$ cat src/rtl/asu_pkg.sv
/*
 * asu_pkg: register map, field positions, reset values, frame encodings
 * and state types of the asynchronous serial channel.
 * Assumes one 8-bit register port with 3 address bits.
 */
package asu_pkg;
    // register indices on the 3-bit register port
    localparam logic [2:0] ADDR_MODE = 3'h0; // frame format and sleep
    localparam logic [2:0] ADDR_CTRL0 = 3'h1; // handshake select, status
    localparam logic [2:0] ADDR_CTRL1 = 3'h2; // enables and flags
    localparam logic [2:0] ADDR_TXBUF_LO = 3'h3; // tx data bits 7..0
    localparam logic [2:0] ADDR_TXBUF_HI = 3'h4; // tx data bit 8
    localparam logic [2:0] ADDR_RXBUF_LO = 3'h5; // rx data, read clears
    localparam logic [2:0] ADDR_RXBUF_HI = 3'h6; // rx data bit 8
    localparam logic [2:0] ADDR_BRG = 3'h7; // bit-rate divisor n
    // mode register fields
    localparam int MODE_EXT_CLK = 3; // 1 = external bit-rate clock
    localparam int MODE_TWO_STOP = 4; // 1 = two stop bits
    localparam int MODE_EVEN = 5; // 1 = even parity, 0 = odd
    localparam int MODE_PAR_EN = 6; // 1 = parity bit appended
    localparam int MODE_SLEEP = 7; // 1 = sleep mode
    // data length codes in mode bits 2..0
    localparam logic [2:0] LEN_7 = 3'h4;
    localparam logic [2:0] LEN_8 = 3'h5;
    localparam logic [2:0] LEN_9 = 3'h6;
    // control register 0 fields
    localparam int C0_HS_SEL = 2; // 0 = clear-to-send, 1 = request-to-send
    localparam int C0_SHIFT_EMPTY = 3; // read only
    // control register 1 fields
    localparam int C1_TX_EN = 0;
    localparam int C1_RX_EN = 2;
    // reset values
    localparam logic [7:0] MODE_RST = 8'h00;
    localparam logic [7:0] BRG_RST = 8'h00;
    localparam logic [2:0] SYNC_RST = 3'h7; // lines idle high
    // sixteen subperiods per bit
    localparam logic [3:0] SUB_LAST = 4'hF;
    localparam logic [3:0] SUB_MID = 4'h7;
    // transmitter and receiver states
    typedef enum logic [2:0] {
        TX_IDLE, TX_START, TX_DATA, TX_PAR, TX_STOP1, TX_STOP2
    } asu_tx_t;
    typedef enum logic [2:0] {
        RX_IDLE, RX_START, RX_DATA, RX_PAR, RX_STOP1, RX_STOP2
    } asu_rx_t;
endpackage : asu_pkg

$ cat src/rtl/asu_uart.sv
/*
 * asu_uart: asynchronous serial transmitter and receiver with optional
 * clear-to-send / request-to-send handshake and multiprocessor sleep mode.
 * Assumes a single clock, a register master that never needs wait states,
 * and interrupt control registers outside that take the request pulses.
 */
// Our own choices: the strobed register port and the register offsets.
`timescale 1ns/1ps
module asu_uart (
    input wire logic clk,
    input wire logic rst,
    input wire logic [2:0] addr,
    input wire logic [7:0] wdata,
    input wire logic wr,
    input wire logic rd,
    output logic [7:0] rdata,
    input wire logic serial_in_pin,
    output logic serial_out_pin,
    input wire logic ext_bit_clk,
    input wire logic clear_to_send_in,
    output logic request_to_send_out,
    output logic request_to_send_oe,
    output logic tx_int_req,
    output logic rx_int_req
);
    // three-stage synchronisers: bit 2 ext clock, 1 cts, 0 rx line
    logic [2:0] sync1, sync2, sync3, filt;
    wire [2:0] raw = {ext_bit_clk, clear_to_send_in, serial_in_pin};
    genvar g;
    generate
        for (g = 0; g < 3; g++) begin : g_sync
            // level accepted once stages two and three agree
            always_ff @(posedge clk or posedge rst) begin
                if (rst) begin
                    sync1[g] <= 1'b1;
                    sync2[g] <= 1'b1;
                    sync3[g] <= 1'b1;
                    filt[g] <= 1'b1;
                end else begin
                    sync1[g] <= raw[g];
                    sync2[g] <= sync1[g];
                    sync3[g] <= sync2[g];
                    if (sync2[g] == sync3[g]) filt[g] <= sync3[g];
                end
            end
        end
    endgenerate
    wire ext_rise = sync2[2] & sync3[2] & ~filt[2]; // accepted rising edge
    wire cts_lvl = filt[1];
    wire rx_lvl = filt[0];

    // software registers
    logic [7:0] mode; // format, clock source, sleep
    logic [7:0] brg; // divisor n
    logic hs_sel, tx_en, rx_en;
    logic [8:0] txbuf, rxbuf;
    logic tx_empty, tx_shift_empty_flag;
    logic full, ovr, frm, par, sum; // rx flags

    // register decode
    wire wr_mode = wr && addr == asu_pkg::ADDR_MODE;
    wire wr_c0 = wr && addr == asu_pkg::ADDR_CTRL0;
    wire wr_c1 = wr && addr == asu_pkg::ADDR_CTRL1;
    wire wr_txlo = wr && addr == asu_pkg::ADDR_TXBUF_LO;
    wire wr_txhi = wr && addr == asu_pkg::ADDR_TXBUF_HI;
    wire wr_brg = wr && addr == asu_pkg::ADDR_BRG;
    wire rd_rxlo = rd && addr == asu_pkg::ADDR_RXBUF_LO;

    // frame format
    wire len7 = mode[2:0] == asu_pkg::LEN_7;
    wire len9 = mode[2:0] == asu_pkg::LEN_9;
    wire [3:0] dlen = len7 ? 4'h7 : (len9 ? 4'h9 : 4'h8);
    wire [8:0] dmask = len7 ? 9'h07F : (len9 ? 9'h1FF : 9'h0FF);
    wire two_stop = mode[asu_pkg::MODE_TWO_STOP];
    wire par_en = mode[asu_pkg::MODE_PAR_EN];
    wire odd_sel = ~mode[asu_pkg::MODE_EVEN];
    wire sleep = mode[asu_pkg::MODE_SLEEP];

    // software writes
    always_ff @(posedge clk or posedge rst) begin
        if (rst) begin
            mode <= asu_pkg::MODE_RST;
            brg <= asu_pkg::BRG_RST;
            hs_sel <= 1'b0;
            tx_en <= 1'b0;
            rx_en <= 1'b0;
            txbuf <= 9'h000;
        end else begin
            if (wr_mode) mode <= wdata;
            if (wr_brg) brg <= wdata;
            if (wr_c0) hs_sel <= wdata[asu_pkg::C0_HS_SEL];
            if (wr_c1) begin
                tx_en <= wdata[asu_pkg::C1_TX_EN];
                rx_en <= wdata[asu_pkg::C1_RX_EN];
            end
            if (wr_txlo) txbuf[7:0] <= wdata;
            if (wr_txhi) txbuf[8] <= wdata[0];
        end
    end

    // divider source: every clock or accepted external edge
    wire src_tick = mode[asu_pkg::MODE_EXT_CLK] ? ext_rise : 1'b1;
    logic [7:0] tx_pre, rx_pre;
    logic [3:0] tx_sub, rx_sub, tx_cnt, rx_cnt;
    asu_pkg::asu_tx_t tx_state;
    asu_pkg::asu_rx_t rx_state;
    wire tx_tick = src_tick && tx_pre == brg; // divide by n+1
    wire rx_tick = src_tick && rx_pre == brg;
    wire tx_bit_end = tx_tick && tx_sub == asu_pkg::SUB_LAST;
    wire rx_mid = rx_tick && rx_sub == asu_pkg::SUB_MID;

    // transmitter start logic
    wire tx_last_stop = tx_state == asu_pkg::TX_STOP2 ||
        (tx_state == asu_pkg::TX_STOP1 && !two_stop);
    wire tx_end_window = tx_state == asu_pkg::TX_IDLE ||
        (tx_last_stop && tx_bit_end);
    wire tx_go = tx_en && !tx_empty && (hs_sel || !cts_lvl);
    wire tx_start = tx_end_window && tx_go;
    wire tx_from_idle = tx_start && tx_state == asu_pkg::TX_IDLE;
    logic [8:0] tx_sh;
    logic tx_pbit;
    wire next_tx_empty = wr_txlo ? 1'b0 : (tx_start ? 1'b1 : tx_empty);

    // tx bit timing; restarts only when leaving idle
    always_ff @(posedge clk or posedge rst) begin
        if (rst) begin
            tx_pre <= 8'h00;
            tx_sub <= 4'h0;
        end else if (tx_from_idle) begin
            tx_pre <= 8'h00;
            tx_sub <= 4'h0;
        end else if (src_tick) begin
            tx_pre <= tx_tick ? 8'h00 : tx_pre + 8'h01;
            if (tx_tick) tx_sub <= tx_sub + 4'h1;
        end
    end

    // transmit frame sequencer
    always_ff @(posedge clk or posedge rst) begin
        if (rst) begin
            tx_state <= asu_pkg::TX_IDLE;
            tx_sh <= 9'h000;
            tx_pbit <= 1'b0;
            tx_cnt <= 4'h0;
        end else begin
            if (tx_start) begin
                // load shift register, reload back to back
                tx_state <= asu_pkg::TX_START;
                tx_sh <= txbuf & dmask;
                tx_pbit <= (^(txbuf & dmask)) ^ odd_sel;
            end else if (tx_bit_end) begin
                // enable and handshake not looked at here
                case (tx_state)
                    asu_pkg::TX_START: begin
                        tx_state <= asu_pkg::TX_DATA;
                        tx_cnt <= 4'h0;
                    end
                    asu_pkg::TX_DATA: begin
                        tx_sh <= {1'b0, tx_sh[8:1]}; // lsb first
                        tx_cnt <= tx_cnt + 4'h1;
                        if (tx_cnt == dlen - 4'h1) begin
                            tx_state <= par_en ? asu_pkg::TX_PAR
                                : asu_pkg::TX_STOP1;
                        end
                    end
                    asu_pkg::TX_PAR: tx_state <= asu_pkg::TX_STOP1;
                    asu_pkg::TX_STOP1: begin
                        tx_state <= two_stop ? asu_pkg::TX_STOP2
                            : asu_pkg::TX_IDLE;
                    end
                    default: tx_state <= asu_pkg::TX_IDLE;
                endcase
            end
        end
    end

    // line level per state
    wire next_txd = (tx_state == asu_pkg::TX_START) ? 1'b0 :
        (tx_state == asu_pkg::TX_DATA) ? tx_sh[0] :
        (tx_state == asu_pkg::TX_PAR) ? tx_pbit : 1'b1;

    // tx flags, line and interrupt request
    always_ff @(posedge clk or posedge rst) begin
        if (rst) begin
            tx_empty <= 1'b1;
            tx_shift_empty_flag <= 1'b1;
            tx_int_req <= 1'b0;
            serial_out_pin <= 1'b1; // line idles high
        end else begin
            tx_empty <= next_tx_empty;
            tx_int_req <= next_tx_empty & ~tx_empty;
            if (tx_start) tx_shift_empty_flag <= 1'b0;
            else if (tx_end_window) tx_shift_empty_flag <= 1'b1;
            serial_out_pin <= next_txd;
        end
    end

    // receiver decode
    wire rx_detect = rx_state == asu_pkg::RX_IDLE && rx_en && !rx_lvl;
    wire rx_done = rx_mid && (rx_state == asu_pkg::RX_STOP2 ||
        (rx_state == asu_pkg::RX_STOP1 && !two_stop));
    logic [8:0] rx_sh;
    logic rx_pbit, rx_fe, rts_busy;
    wire rx_top = len7 ? rx_sh[6] : (len9 ? rx_sh[8] : rx_sh[7]);
    // a frame ending as the receiver is disabled is dropped
    wire rx_load = rx_done && rx_en && (!sleep || rx_top);
    wire fe_now = rx_fe | !rx_lvl;
    wire pe_now = par_en && ((^(rx_sh & dmask)) ^ rx_pbit ^ odd_sel);
    wire rx_clr = rd_rxlo || !rx_en;

    // rx bit timing, held at zero until a start bit arrives
    always_ff @(posedge clk or posedge rst) begin
        if (rst) begin
            rx_pre <= 8'h00;
            rx_sub <= 4'h0;
        end else if (rx_state == asu_pkg::RX_IDLE) begin
            rx_pre <= 8'h00;
            rx_sub <= 4'h0;
        end else if (src_tick) begin
            rx_pre <= rx_tick ? 8'h00 : rx_pre + 8'h01;
            if (rx_tick) rx_sub <= rx_sub + 4'h1;
        end
    end

    // receive frame sequencer, samples at mid bit
    always_ff @(posedge clk or posedge rst) begin
        if (rst) begin
            rx_state <= asu_pkg::RX_IDLE;
            rx_sh <= 9'h000;
            rx_pbit <= 1'b0;
            rx_fe <= 1'b0;
            rx_cnt <= 4'h0;
        end else if (!rx_en) begin
            rx_state <= asu_pkg::RX_IDLE; // disable aborts a frame
        end else if (rx_detect) begin
            rx_state <= asu_pkg::RX_START;
            rx_sh <= 9'h000;
            rx_fe <= 1'b0;
        end else if (rx_mid) begin
            case (rx_state)
                asu_pkg::RX_START: begin
                    // glitch shorter than half a bit is dropped
                    rx_state <= rx_lvl ? asu_pkg::RX_IDLE : asu_pkg::RX_DATA;
                    rx_cnt <= 4'h0;
                end
                asu_pkg::RX_DATA: begin
                    rx_sh[rx_cnt] <= rx_lvl;
                    rx_cnt <= rx_cnt + 4'h1;
                    if (rx_cnt == dlen - 4'h1) begin
                        rx_state <= par_en ? asu_pkg::RX_PAR
                            : asu_pkg::RX_STOP1;
                    end
                end
                asu_pkg::RX_PAR: begin
                    rx_pbit <= rx_lvl;
                    rx_state <= asu_pkg::RX_STOP1;
                end
                asu_pkg::RX_STOP1: begin
                    rx_fe <= !rx_lvl;
                    rx_state <= two_stop ? asu_pkg::RX_STOP2
                        : asu_pkg::RX_IDLE;
                end
                default: rx_state <= asu_pkg::RX_IDLE;
            endcase
        end
    end

    // flag next values; a load wins over a clear
    wire next_full = rx_load | (full & !rx_clr);
    wire next_ovr = (rx_load & full & !rd_rxlo) | (ovr & !rx_clr);
    wire next_frm = (rx_load & fe_now) | (frm & !rx_clr);
    wire next_par = (rx_load & pe_now) | (par & !rx_clr);
    wire next_rts_busy = rx_en && (rx_detect ||
        (rts_busy && !rx_done && rx_state != asu_pkg::RX_IDLE));

    // receive buffer, flags, request-to-send, interrupt request
    always_ff @(posedge clk or posedge rst) begin
        if (rst) begin
            rxbuf <= 9'h000;
            {full, ovr, frm, par, sum} <= 5'h00;
            rx_int_req <= 1'b0;
            rts_busy <= 1'b0;
            request_to_send_out <= 1'b1;
            request_to_send_oe <= 1'b0;
        end else begin
            if (rx_load) rxbuf <= rx_sh & dmask;
            full <= next_full;
            ovr <= next_ovr;
            frm <= next_frm;
            par <= next_par;
            sum <= next_ovr | next_frm | next_par;
            rx_int_req <= next_full & ~full;
            rts_busy <= next_rts_busy;
            request_to_send_out <= !rx_en || rts_busy;
            request_to_send_oe <= hs_sel;
        end
    end

    // read selection; data valid only the cycle after the strobe
    wire [7:0] c0_rd = {4'h0, tx_shift_empty_flag, hs_sel, 2'h0};
    wire [7:0] c1_rd = {sum, par, frm, ovr, full, rx_en, tx_empty, tx_en};
    wire [7:0] rd_mux = (addr == asu_pkg::ADDR_MODE) ? mode :
        (addr == asu_pkg::ADDR_CTRL0) ? c0_rd :
        (addr == asu_pkg::ADDR_CTRL1) ? c1_rd :
        (addr == asu_pkg::ADDR_RXBUF_LO) ? rxbuf[7:0] :
        (addr == asu_pkg::ADDR_RXBUF_HI) ? {7'h00, rxbuf[8]} :
        (addr == asu_pkg::ADDR_BRG) ? brg : 8'h00;
    always_ff @(posedge clk or posedge rst) begin
        if (rst) rdata <= 8'h00;
        else rdata <= rd ? rd_mux : 8'h00;
    end

    // checks
    property p_tx_start;
        @(posedge clk) disable iff (rst)
        (tx_state == asu_pkg::TX_IDLE ##1 tx_state == asu_pkg::TX_START)
        |-> $past(tx_en) && !$past(tx_empty) &&
            ($past(hs_sel) || !$past(cts_lvl));
    endproperty
    a_tx_start: assert property (p_tx_start)
        else $error("frame started without start condition");
    property p_tx_hold;
        @(posedge clk) disable iff (rst)
        (tx_state == asu_pkg::TX_DATA && !tx_en)
        |=> tx_state != asu_pkg::TX_IDLE;
    endproperty
    a_tx_hold: assert property (p_tx_hold)
        else $error("frame cut short");
    property p_tx_wr;
        @(posedge clk) disable iff (rst) wr_txlo |=> !tx_empty;
    endproperty
    a_tx_wr: assert property (p_tx_wr)
        else $error("buffer-empty not cleared by write");
    property p_shift_empty;
        @(posedge clk) disable iff (rst)
        (tx_end_window && !tx_start) |=> tx_shift_empty_flag;
    endproperty
    a_shift_empty: assert property (p_shift_empty)
        else $error("shift-empty not set after window");
    property p_tx_irq;
        @(posedge clk) disable iff (rst)
        (!tx_empty ##1 tx_empty) |-> tx_int_req;
    endproperty
    a_tx_irq: assert property (p_tx_irq)
        else $error("no tx interrupt request");
    property p_ovr;
        @(posedge clk) disable iff (rst)
        (rx_load && full && !rd_rxlo) |=> ovr && full && sum;
    endproperty
    a_ovr: assert property (p_ovr)
        else $error("overrun not flagged");
    property p_sum;
        @(posedge clk) disable iff (rst) sum == (ovr | frm | par);
    endproperty
    a_sum: assert property (p_sum)
        else $error("summary flag mismatch");
    property p_sleep;
        @(posedge clk) disable iff (rst)
        (rx_done && sleep && !rx_top && !rx_clr)
        |=> $stable(full) && $stable(rxbuf);
    endproperty
    a_sleep: assert property (p_sleep)
        else $error("sleeping receiver took frame");
    property p_rts;
        @(posedge clk) disable iff (rst)
        (hs_sel && !rx_en) |=> request_to_send_out;
    endproperty
    a_rts: assert property (p_rts)
        else $error("request-to-send low while disabled");
    property p_clr;
        @(posedge clk) disable iff (rst)
        (rd_rxlo && !rx_load) |=> !full && !sum;
    endproperty
    a_clr: assert property (p_clr)
        else $error("flags not cleared by read");
endmodule : asu_uart

$ cat config.mk
export PLATFORM = sky130hd
export DESIGN_NAME = asu_uart
export DESIGN_NICKNAME = d
export VERILOG_FILES = /design/src/rtl/asu_pkg.sv /design/src/rtl/asu_uart.sv
export SDC_FILE = /design/constraint.sdc
export NUM_CORES = 1
export LEC_CHECK = 0
export BUFFER_PORTS_ARGS = -buffer_cell sky130_fd_sc_hd__clkbuf_2
export CAP_MARGIN = 20
export CELL_PAD_IN_SITES_DETAIL_PLACEMENT = 0
export CELL_PAD_IN_SITES_GLOBAL_PLACEMENT = 1
export CORE_UTILIZATION = 30
export DETAILED_ROUTE_END_ITERATION = 10
export HOLD_SLACK_MARGIN = 0.03
export PLACE_DENSITY_LB_ADDON = 0.05
export SLEW_MARGIN = 20
export SYNTH_ARGS = -nofsm -noshare
export SYNTH_HDL_FRONTEND = slang
export SYNTH_SLANG_ARGS = --single-unit
$ cat constraint.sdc
create_clock -name clk -period 7.3 [get_ports clk]
set_input_delay 0.365 -clock clk [delete_from_list [all_inputs] [get_ports clk]]
set_output_delay 0.365 -clock clk [all_outputs]
set_load 0.005 [all_outputs]
==> metrics, run 1 <==
Max-Cap Viols 0; wire length of the first global-routing pass 27800 um; count of clock tree sinks 129; detailed-router iteration count before antenna repair 4; setup slack, reg-to-reg 4.61 ns; post-synthesis to final-layout area growth 16.2%; Worst setup startpoint sync2[2]$_DFF_PP1_; required time at the worst-slack endpoint 7.61 ns; via density per instance 4.96; Avg Synthesized Cell Area 10.3 um^2; reg-to-reg startpoint sync2[2]$_DFF_PP1_; Max VDD drop 0.141 mV; total wire length 17100 um; list of cells traversed by the critical path ha_1 -> nand2b_1 -> a211oi_1 -> nand4_1 -> or4_1 -> a32o_1; DP Wirelength 12300 um; CP Capture Point tx_cnt[1]$_DFFE_PP0P_; source-to-sink clock delay at the later pin of the worst-skew pair 0.42 ns; buffers inserted during post-CTS setup optimization 0; overall global routing resource usage 16.6%; Worst Path Max Fanout 5; max-slew headroom at the worst pin 42.7%; 1st-iter DRT viols 198; y dimension of the die 149 um; share of synthesized registers carrying an async set or reset 100%; I/O pin count 31; endpoint of the worst-slack reg-to-reg timing path tx_cnt[1]$_DFFE_PP0P_; number of synthesized flops with an enable pin 0; number of synthesis warnings 0; worst reg-to-reg path cell count 6; largest buffer count on any clock path 2; highest-count cells in the layout ignoring fill and taps dfrtp_1 (113), nand2_1 (83), nor2_1 (46); CP Capture Type flop; pwr dens 296 mW/mm^2; count of state elements after synthesis 129; share of final-layout standard cells stronger than drive strength 1 17.9%; final-report max-slew violation count 0; Synth Flop Type dfrtp_1; slowest cell on the critical path or4_1; Reg clk slew, reported paths 0.06 ns; Vias 4684; class of the most critical setup path flop to flop; initial cell density of the core 30.7%; count of input and output buffers 30; synthesized cell area 0.00648 mm^2; overflow left after global routing 0; placer's final routability congestion estimate 0.741; worst path arrival time 3.00 ns; summed negative setup slack over all endpoints 0 ns; slew at the pin closest to its max-slew limit 0.857 ns; Gates resized, CTS repair 0; net count after synthesis 655; proportion of synthesized chip area in sequential cells 50.1%; drt drc 0; Post-DRT Antenna Nets 0; Synth Instances 627; Clock Skew 0.00581 ns; count of final hold-check violations 0; row count 53; core area 0.0211 mm^2; number of hold buffers added after CTS 3; Net count, final 684; maximum number of pins on one net before global-route repair 67; placed cell count 909; initial antenna violation count 0; Leakage 0.00328 uW; top achievable clock speed 371 MHz; Die ar. 0.0222 mm^2; non-filler instance count after layout 944; die width 149 um; portion of the clock cycle consumed by the worst path in the final layout 36.9%; total inserted antenna cells 0; setup repair after global routing missed its margin no; count of final setup violators 0; result of the run finished clean; DR WL/cell 18.1 um; clock buffers created by TritonCTS 17; largest stage delay on the critical path 0.59 ns; CTS HTree Levels 4; critical path startpoint category flop; number of global-route vias before repair 4831; most frequent standard cell in the layout excluding fill and tap cells dfrtp_1; TritonCTS clock tree yes; Netlist cell types 69; final worst path period need 2.69 ns; CTS root buffer clkbuf_16; class of the tightest hold or removal check input port to asynchronous set/reset pin
==> through the flow <==
stage                     power, uW  instance area [um^2]  setup slack, ns  hold slack [ns]  utilization, %
after floorplan                1230                  6480             3.52            0.345               -
after global placement         1360                  6880             4.66            0.345            32.6
after detailed placement       1370                  6880             4.59            0.347            32.6
after CTS                      2270                  7520             4.58           0.0487            35.7
after global routing           2360                  7520             4.34           0.0569            35.7
final                          2230                  7520             4.61          0.00894            35.7
==> synthesized netlist by cell type (4+ instances only) <==
library cell	number	area share [%]
ha_1	10	1.9
nor2_1	46	2.7
xor2_1	22	3.0
dfrtp_1	113	44
xnor2_1	28	3.8
nand2_1	83	4.8
a31oi_1	4	0.39
clkbuf_1	19	1.1
nand4_1	20	1.9
mux2_2	24	4.2
nor3_1	9	0.70
buf_2	4	0.31
o22a_1	8	1.1
nor2b_1	15	1.4
a21oi_1	11	0.85
mux2i_1	21	3.2
and2_1	4	0.39
nand3_1	17	1.3
o31ai_1	4	0.46
dfstp_2	16	6.5
o21ai_0	36	2.8
o22ai_1	6	0.58
o21a_1	9	1.0
nand2b_1	11	1.1
inv_1	16	0.93
==> layout make-up <==
class / instances / area (um^2)
Fill cell: 2175 / 13600
Sequential cell: 129 / 3250
Multi-Input combinational cell: 455 / 3050
Clock buffer: 19 / 453
Tap cell: 275 / 344
Timing Repair Buffer: 36 / 203
Clock inverter: 13 / 160
Inverter: 17 / 68.8
==> how the worst min path moves through the flow <==
stage,from,to,slack [ns],depth (start not counted)
2_1_floorplan,sync1[0]$_DFF_PP1_,sync2[0]$_DFF_PP1_,0.35,0
3_3_place_gp,sync1[0]$_DFF_PP1_,sync2[0]$_DFF_PP1_,0.35,0
3_5_place_dp,sync1[0]$_DFF_PP1_,sync2[0]$_DFF_PP1_,0.35,0
4_1_cts,rst,tx_pre[2]$_DFFE_PP0P_,0.05,2
5_1_grt,rst,tx_pre[2]$_DFFE_PP0P_,0.06,2
6_report,rst,tx_pre[2]$_DFFE_PP0P_,0.009,2
==> metal layers <==
layer | up-vias | track usage (%) | share of wire [%]
li1 | 2274 | - | -
met1 | 2345 | 22.0 | 48
met2 | 45 | 27.0 | 48
met3 | 20 | 3.27 | 2.2
met4 | 0 | 5.66 | 1.6
met5 | - | 0 | 0
==> flip-flops by register name (all words and copies together), names as in the netlist, 3 cells and up <==
name / cells
rx_pre: 8
rdata: 8
tx_sh: 9
rxbuf: 9
tx_cnt: 4
tx_sub: 4
rx_cnt: 4
mode: 8
rx_sh: 9
tx_state: 3
rx_sub: 4
rx_state: 3
sync3: 3
sync1: 3
brg: 8
sync2: 3
txbuf: 9
tx_pre: 8
==> where the power goes <==
group / switching, uW / internal, uW / leakage [uW]
clock: 330 / 554 / 0.000287
combinational: 208 / 178 / 0.00134
sequential: 131 / 828 / 0.00166
total: 669 / 1560 / 0.00328
==> worst max-delay path: cells and delay by family (launching register included) <==
family | cells | cell delay, ns
AOI/OAI and AO/OA | 2 | 0.78
and+or+nand+nor | 3 | 1.13
adders and majority gates | 1 | 0.14
DFF | 1 | 0.53
==> logic make-up (layout without fill, tap and decap cells) <==
logic type,Yosys count,count (layout),synth area share (%)
XOR/XNOR,51,51,7.11
AO/OA/AOI/OAI,110,110,11.5
AND/OR/NAND/NOR,234,234,18.1
buffers and inverters,43,85,2.80
multiplexers,48,48,8.11
flip-flops,129,129,50.1
adder cells (fa/ha/maj),12,12,2.24
No activity file was read; power rests on OpenSTA's default activity.
==> inputs of run 2 (changes only) <==
clock period = 2.5 ns   (was 7.3 ns; I/O delays follow)
==> run 2 against run 1 <==
Net effect: first-iteration DRC count increased by 23%; cell area increased by 3.4%; critical path depth increased by 1; power increased to 2.9 times the previous value; via count increased by 2.5%; clock-buffer cell count increased by 5; sequential share of layout area decreased by 1.4 points; sequential power increased to 2.9 times the previous value; clock skew increased by 0.0016 ns; maximum frequency increased by 14%; critical path type unchanged; largest cell class unchanged; highest routed layer unchanged.
==> metrics, run 2 (same netlist as run 1, synthesis figures left out) <==
critical path startpoint category flop; y dimension of the die 149 um; largest stage delay on the critical path 0.56 ns; count of clock tree sinks 129; Bufs and invs on worst path 1; CTS HTree Levels 4; switching power 1910 uW; DP Wirelength 12200 um; DR WL/cell 17.7 um; largest buffer count on any clock path 2; reg-to-reg startpoint sync2[2]$_DFF_PP1_; Die ar. 0.0222 mm^2; core area 0.0211 mm^2; most frequent standard cell in the layout excluding fill and tap cells dfrtp_1; via density per instance 4.92; top achievable clock speed 423 MHz; worst min-delay path startpoint rd; initial antenna violation count 0; final worst path period need 2.36 ns; slew at the pin closest to its max-slew limit 0.776 ns; Vias 4801; TritonCTS clock tree yes; row count 53; final-report max-slew violation count 0; result of the run finished clean; I/O pin count 31; slowest cell on the critical path or4_4; list of cells traversed by the critical path ha_1 -> nand2b_1 -> a211oi_2 -> buf_4 -> nand4_1 -> or4_4 -> a32o_1; overflow left after global routing 0; worst reg-to-reg path cell count 7; 1st-iter DRT viols 244; class of the most critical setup path flop to flop; wire length of the first global-routing pass 28000 um; summed negative setup slack over all endpoints 0 ns; endpoint of the worst-slack reg-to-reg timing path tx_cnt[1]$_DFFE_PP0P_; Net count, final 717; buffers inserted during post-CTS setup optimization 0; Hold Path Stages 2; initial cell density of the core 30.7%; class of the tightest hold or removal check input port to flop; count of input and output buffers 30; Clock Skew 0.00745 ns; share of total power in the clock network 36.4%; pwr dens 818 mW/mm^2; source-to-sink clock delay at the later pin of the worst-skew pair 0.41 ns; count of final hold-check violations 0; design internal power 4460 uW; kind of cell adding the most delay to the critical path simple AND/OR/NAND/NOR gates; portion of total power attributed to sequential cells 43.4%; CP Capture Type flop; placer's final routability congestion estimate 0.743; setup slack, reg-to-reg 0.14 ns; maximum number of pins on one net before global-route repair 130; worst hold endpoint rdata[4]$_DFF_PP0_; Post-DRT Antenna Nets 0; clock buffers created by TritonCTS 17; die width 149 um; share of power burned in combinational logic 20.2%; Reg clk slew, reported paths 0.05 ns; worst path arrival time 2.65 ns; worst hold margin 0.0783 ns; count of final setup violators 0; detailed-router iteration count before antenna repair 4; share of final-layout standard cells stronger than drive strength 1 20.5%; number of global-route vias before repair 4995; Leakage 0.00344 uW; Max-Cap Viols 0; Max VDD drop 0.378 mV; overall global routing resource usage 16.8%; post-synthesis to final-layout area growth 20.1%; highest-count cells in the layout ignoring fill and taps dfrtp_1 (113), nand2_1 (82), nor2_1 (45); setup repair after global routing missed its margin no; portion of the clock cycle consumed by the worst path in the final layout 94.5%; CTS root buffer clkbuf_16; switching fraction of total power 30.0%; total wire length 17300 um; Worst Path Max Fanout 5; max-slew headroom at the worst pin 48.3%; required time at the worst-slack endpoint 2.79 ns; Levels on crit path 7; drt drc 0; total inserted antenna cells 0
-- run 2: changes by cell type in the layout (fill, tap and decap cells not counted), sizes merged --
| cell | delta |
|---|---|
| bufinv | -2 |
| dlygate4sd3 | +9 |
| clkinv | +2 |
| buf | +24 |
| clkinvlp | -4 |
| clkbuf | +5 |
| inv | -2 |
-- run 2: through the flow --
step	cells	setup slack, ns	power [uW]	utilization [%]	instance area (um^2)
after floorplan	627	0.251	3580	-	6480
after global placement	933	0.0547	4070	33.6	7090
after detailed placement	933	0.00795	4080	33.6	7090
after CTS	976	0.0718	6460	36.8	7750
after global routing	976	0.0264	6750	36.9	7780
final	976	0.137	6360	36.9	7780
-- run 2: power groups by stage --
| stage | sequential, uW | clock [uW] | combinational (uW) |
|---|---|---|---|
| 2_1_floorplan | 2660 | 0 | 920 |
| 3_3_place_gp | 2790 | 0 | 1270 |
| 3_5_place_dp | 2790 | 0 | 1290 |
| 4_1_cts | 2760 | 2390 | 1310 |
| 5_1_grt | 2810 | 2490 | 1450 |
| 6_report | 2760 | 2310 | 1290 |
-- run 2: cell type report --
cell class / count / area, um^2
clock buffers: 24 / 482
inverters: 17 / 67.6
clock inverters: 7 / 60.1
repair buffers: 69 / 502
multi-input cells: 455 / 3070
fillers: 2190 / 13300
well taps: 275 / 344
flip-flops and latches: 129 / 3250
-- run 2: worst max-delay path by stage --
| stage | slack [ns] | from | endpoint |
|---|---|---|---|
| after floorplan | 0.25 | sync2[2]$_DFF_PP1_ | rxbuf[0]$_DFFE_PP0P_ |
| after CTS | 0.07 | sync2[2]$_DFF_PP1_ | tx_cnt[1]$_DFFE_PP0P_ |
| after detailed placement | 0.008 | sync2[2]$_DFF_PP1_ | rxbuf[1]$_DFFE_PP0P_ |
| after global routing | 0.03 | sync2[2]$_DFF_PP1_ | tx_cnt[1]$_DFFE_PP0P_ |
| final | 0.14 | sync2[2]$_DFF_PP1_ | tx_cnt[1]$_DFFE_PP0P_ |
| after global placement | 0.05 | sync2[2]$_DFF_PP1_ | tx_cnt[1]$_DFFE_PP0P_ |
-- run 2: timing repair --
item,in CTS,in global routing
pin swaps,0,1
hold buffers,12,0
gates cloned,0,0
endpoints found under the hold margin,136,0
resized for setup,1,8
endpoints found under the setup margin,1,5
-- run 2: metal layers --
layer  track usage, %  routed length [um]
met3             3.67                 462
met5                0                   0
met1             22.1                8190
met4             5.92                 386
met2             27.2                8230
==> inputs of run 3 (changes only) <==
CORE_UTILIZATION = 40   (was 30)
==> run 3 against run 2 <==
Net effect: register-to-register slack gained 0.02 ns; critical path depth is the same; clock power grew 3%; largest cell class unchanged; cell area shrank 0.90%; via count shrank 0.23%; largest power group unchanged; routed wire length shrank 7.1%; die area shrank 25%; global-route usage grew 4.2 points; highest routed layer unchanged; clock-buffer cell count grew 3; setup slack gained 0.024 ns; non-clock buffer count shrank 1.
==> metrics, run 3 (same netlist as run 1, synthesis figures left out) <==
result of the run finished clean; class of the tightest hold or removal check input port to flop; TritonCTS clock tree yes; top achievable clock speed 428 MHz; area of the multi-input gates 0.00307 mm^2; largest buffer count on any clock path 2; class of the most critical setup path flop to flop; Net count, final 716; total inserted antenna cells 0; most frequent standard cell in the layout excluding fill and tap cells dfrtp_1; final worst path period need 2.34 ns; initial cell density of the core 40.9%; 1st-iter DRT viols 319; highest-count cells in the layout ignoring fill and taps dfrtp_1 (113), nand2_1 (82), nor2_1 (46); y dimension of the die 129 um; switching power 1870 uW; design internal power 4500 uW; wire length of the first global-routing pass 26000 um; Leakage 0.00344 uW; Max VDD drop 0.474 mV; count of clock tree sinks 129; slew at the pin closest to its max-slew limit 0.527 ns; drt drc 0; maximum number of pins on one net before global-route repair 86; detailed-router iteration count before antenna repair 4; total wire length 16100 um; overall global routing resource usage 21.0%; placer's final routability congestion estimate 0.845; CTS root buffer clkbuf_16; post-synthesis to final-layout area growth 19.0%; portion of total power attributed to sequential cells 42.9%; Post-DRT Antenna Nets 0; worst path arrival time 2.64 ns; CP Capture Type flop; I/O pin count 31; portion of the clock cycle consumed by the worst path in the final layout 93.6%; source-to-sink clock delay at the later pin of the worst-skew pair 0.41 ns; Worst Path Max Fanout 5; clock buffers created by TritonCTS 17; initial antenna violation count 0; DR WL/cell 17.5 um; pwr dens 827 mW/mm^2; count of final setup violators 0; CTS HTree Levels 4; share of power burned in combinational logic 20.0%; number of global-route vias before repair 4804; Max-Cap Viols 0; core area 0.0158 mm^2; via density per instance 5.22; max-slew headroom at the worst pin 64.7%; share of total power in the clock network 37.1%; Vias 4790; Clock Skew 0.00511 ns; die width 129 um; overflow left after global routing 0; switching fraction of total power 29.4%; count of final hold-check violations 0; Reg clk slew, reported paths 0.06 ns; count of input and output buffers 30; summed negative setup slack over all endpoints 0 ns; critical path startpoint category flop; DP Wirelength 11600 um; required time at the worst-slack endpoint 2.80 ns; final-report max-slew violation count 0; buffers inserted during post-CTS setup optimization 0; Die ar. 0.0167 mm^2; share of final-layout standard cells stronger than drive strength 1 20.1%; row count 46; setup repair after global routing missed its margin no; Register Area 0.00325 mm^2; worst hold margin 0.0743 ns; total of fill cells in the finished design 1476
-- run 3: cell type report --
type | instances | area share, %
sequential | 129 | 42.1
multi-input combinational | 455 | 39.8
timing repair buffer | 68 | 6.36
tap | 216 | 3.51
inverter | 17 | 0.877
clock buffer | 27 | 6.66
clock inverter | 5 | 0.649
-- run 3: metrics by stage --
stage	utilization (%)	cells	worst slack (ns)	instance area, um^2	total power (uW)
2_1_floorplan	-	627	0.251	6480	3580
3_3_place_gp	44.3	873	0.102	7000	4010
3_5_place_dp	44.3	873	0.0825	7000	4040
4_1_cts	48.6	917	0.0704	7690	6450
5_1_grt	48.7	917	0.0376	7710	6720
6_report	48.7	917	0.161	7710	6380
-- run 3: repair_timing --
item,4_1_cts,5_1_grt
hold endpoints to repair,136,0
gates resized for setup,0,4
hold buffers,12,0
setup endpoints to repair,0,12
-- run 3: final timing paths --
path,slack (ns),depth (start not counted),startpoint,to
setup / recovery,0.16,7,sync2[2]$_DFF_PP1_,tx_cnt[1]$_DFFE_PP0P_
hold / removal,0.07,2,rd,rdata[6]$_DFF_PP0_
setup reg to reg,0.16,7,sync2[2]$_DFF_PP1_,tx_cnt[1]$_DFFE_PP0P_
hold reg to reg,0.35,0,sync1[1]$_DFF_PP1_,sync2[1]$_DFF_PP1_
max in group asynchronous,1.69,4,rst,rx_lvl$_DFFE_PP1N_
min in group asynchronous,0.33,4,rst,tx_pre[2]$_DFFE_PP0P_
-- run 3: worst max-delay path, cell delays in order, from the launching register on --
cell	delay, ns
dfstp_2	0.53
ha_1	0.14
nand2b_1	0.12
a211oi_2	0.28
buf_4	0.16
nand4_1	0.19
or4_1	0.57
a32o_1	0.23
-- run 3: layer usage --
layer / global-route usage [%] / share of wire [%] / vias up
met3: 4.95 / 2.8 / 9
met4: 6.16 / 0.80 / 0
met5: 0 / 0 / -
met1: 27.7 / 47 / 2379
li1: - / - / 2341
met2: 34.3 / 49 / 61
-- run 3: power groups by stage --
| stage | clock (uW) | sequential, uW | combinational, uW |
|---|---|---|---|
| 3_5_place_dp | 0 | 2760 | 1270 |
| 6_report | 2370 | 2730 | 1280 |
| 3_3_place_gp | 0 | 2760 | 1250 |
| 2_1_floorplan | 0 | 2660 | 920 |
| 4_1_cts | 2420 | 2730 | 1290 |
| 5_1_grt | 2520 | 2780 | 1420 |
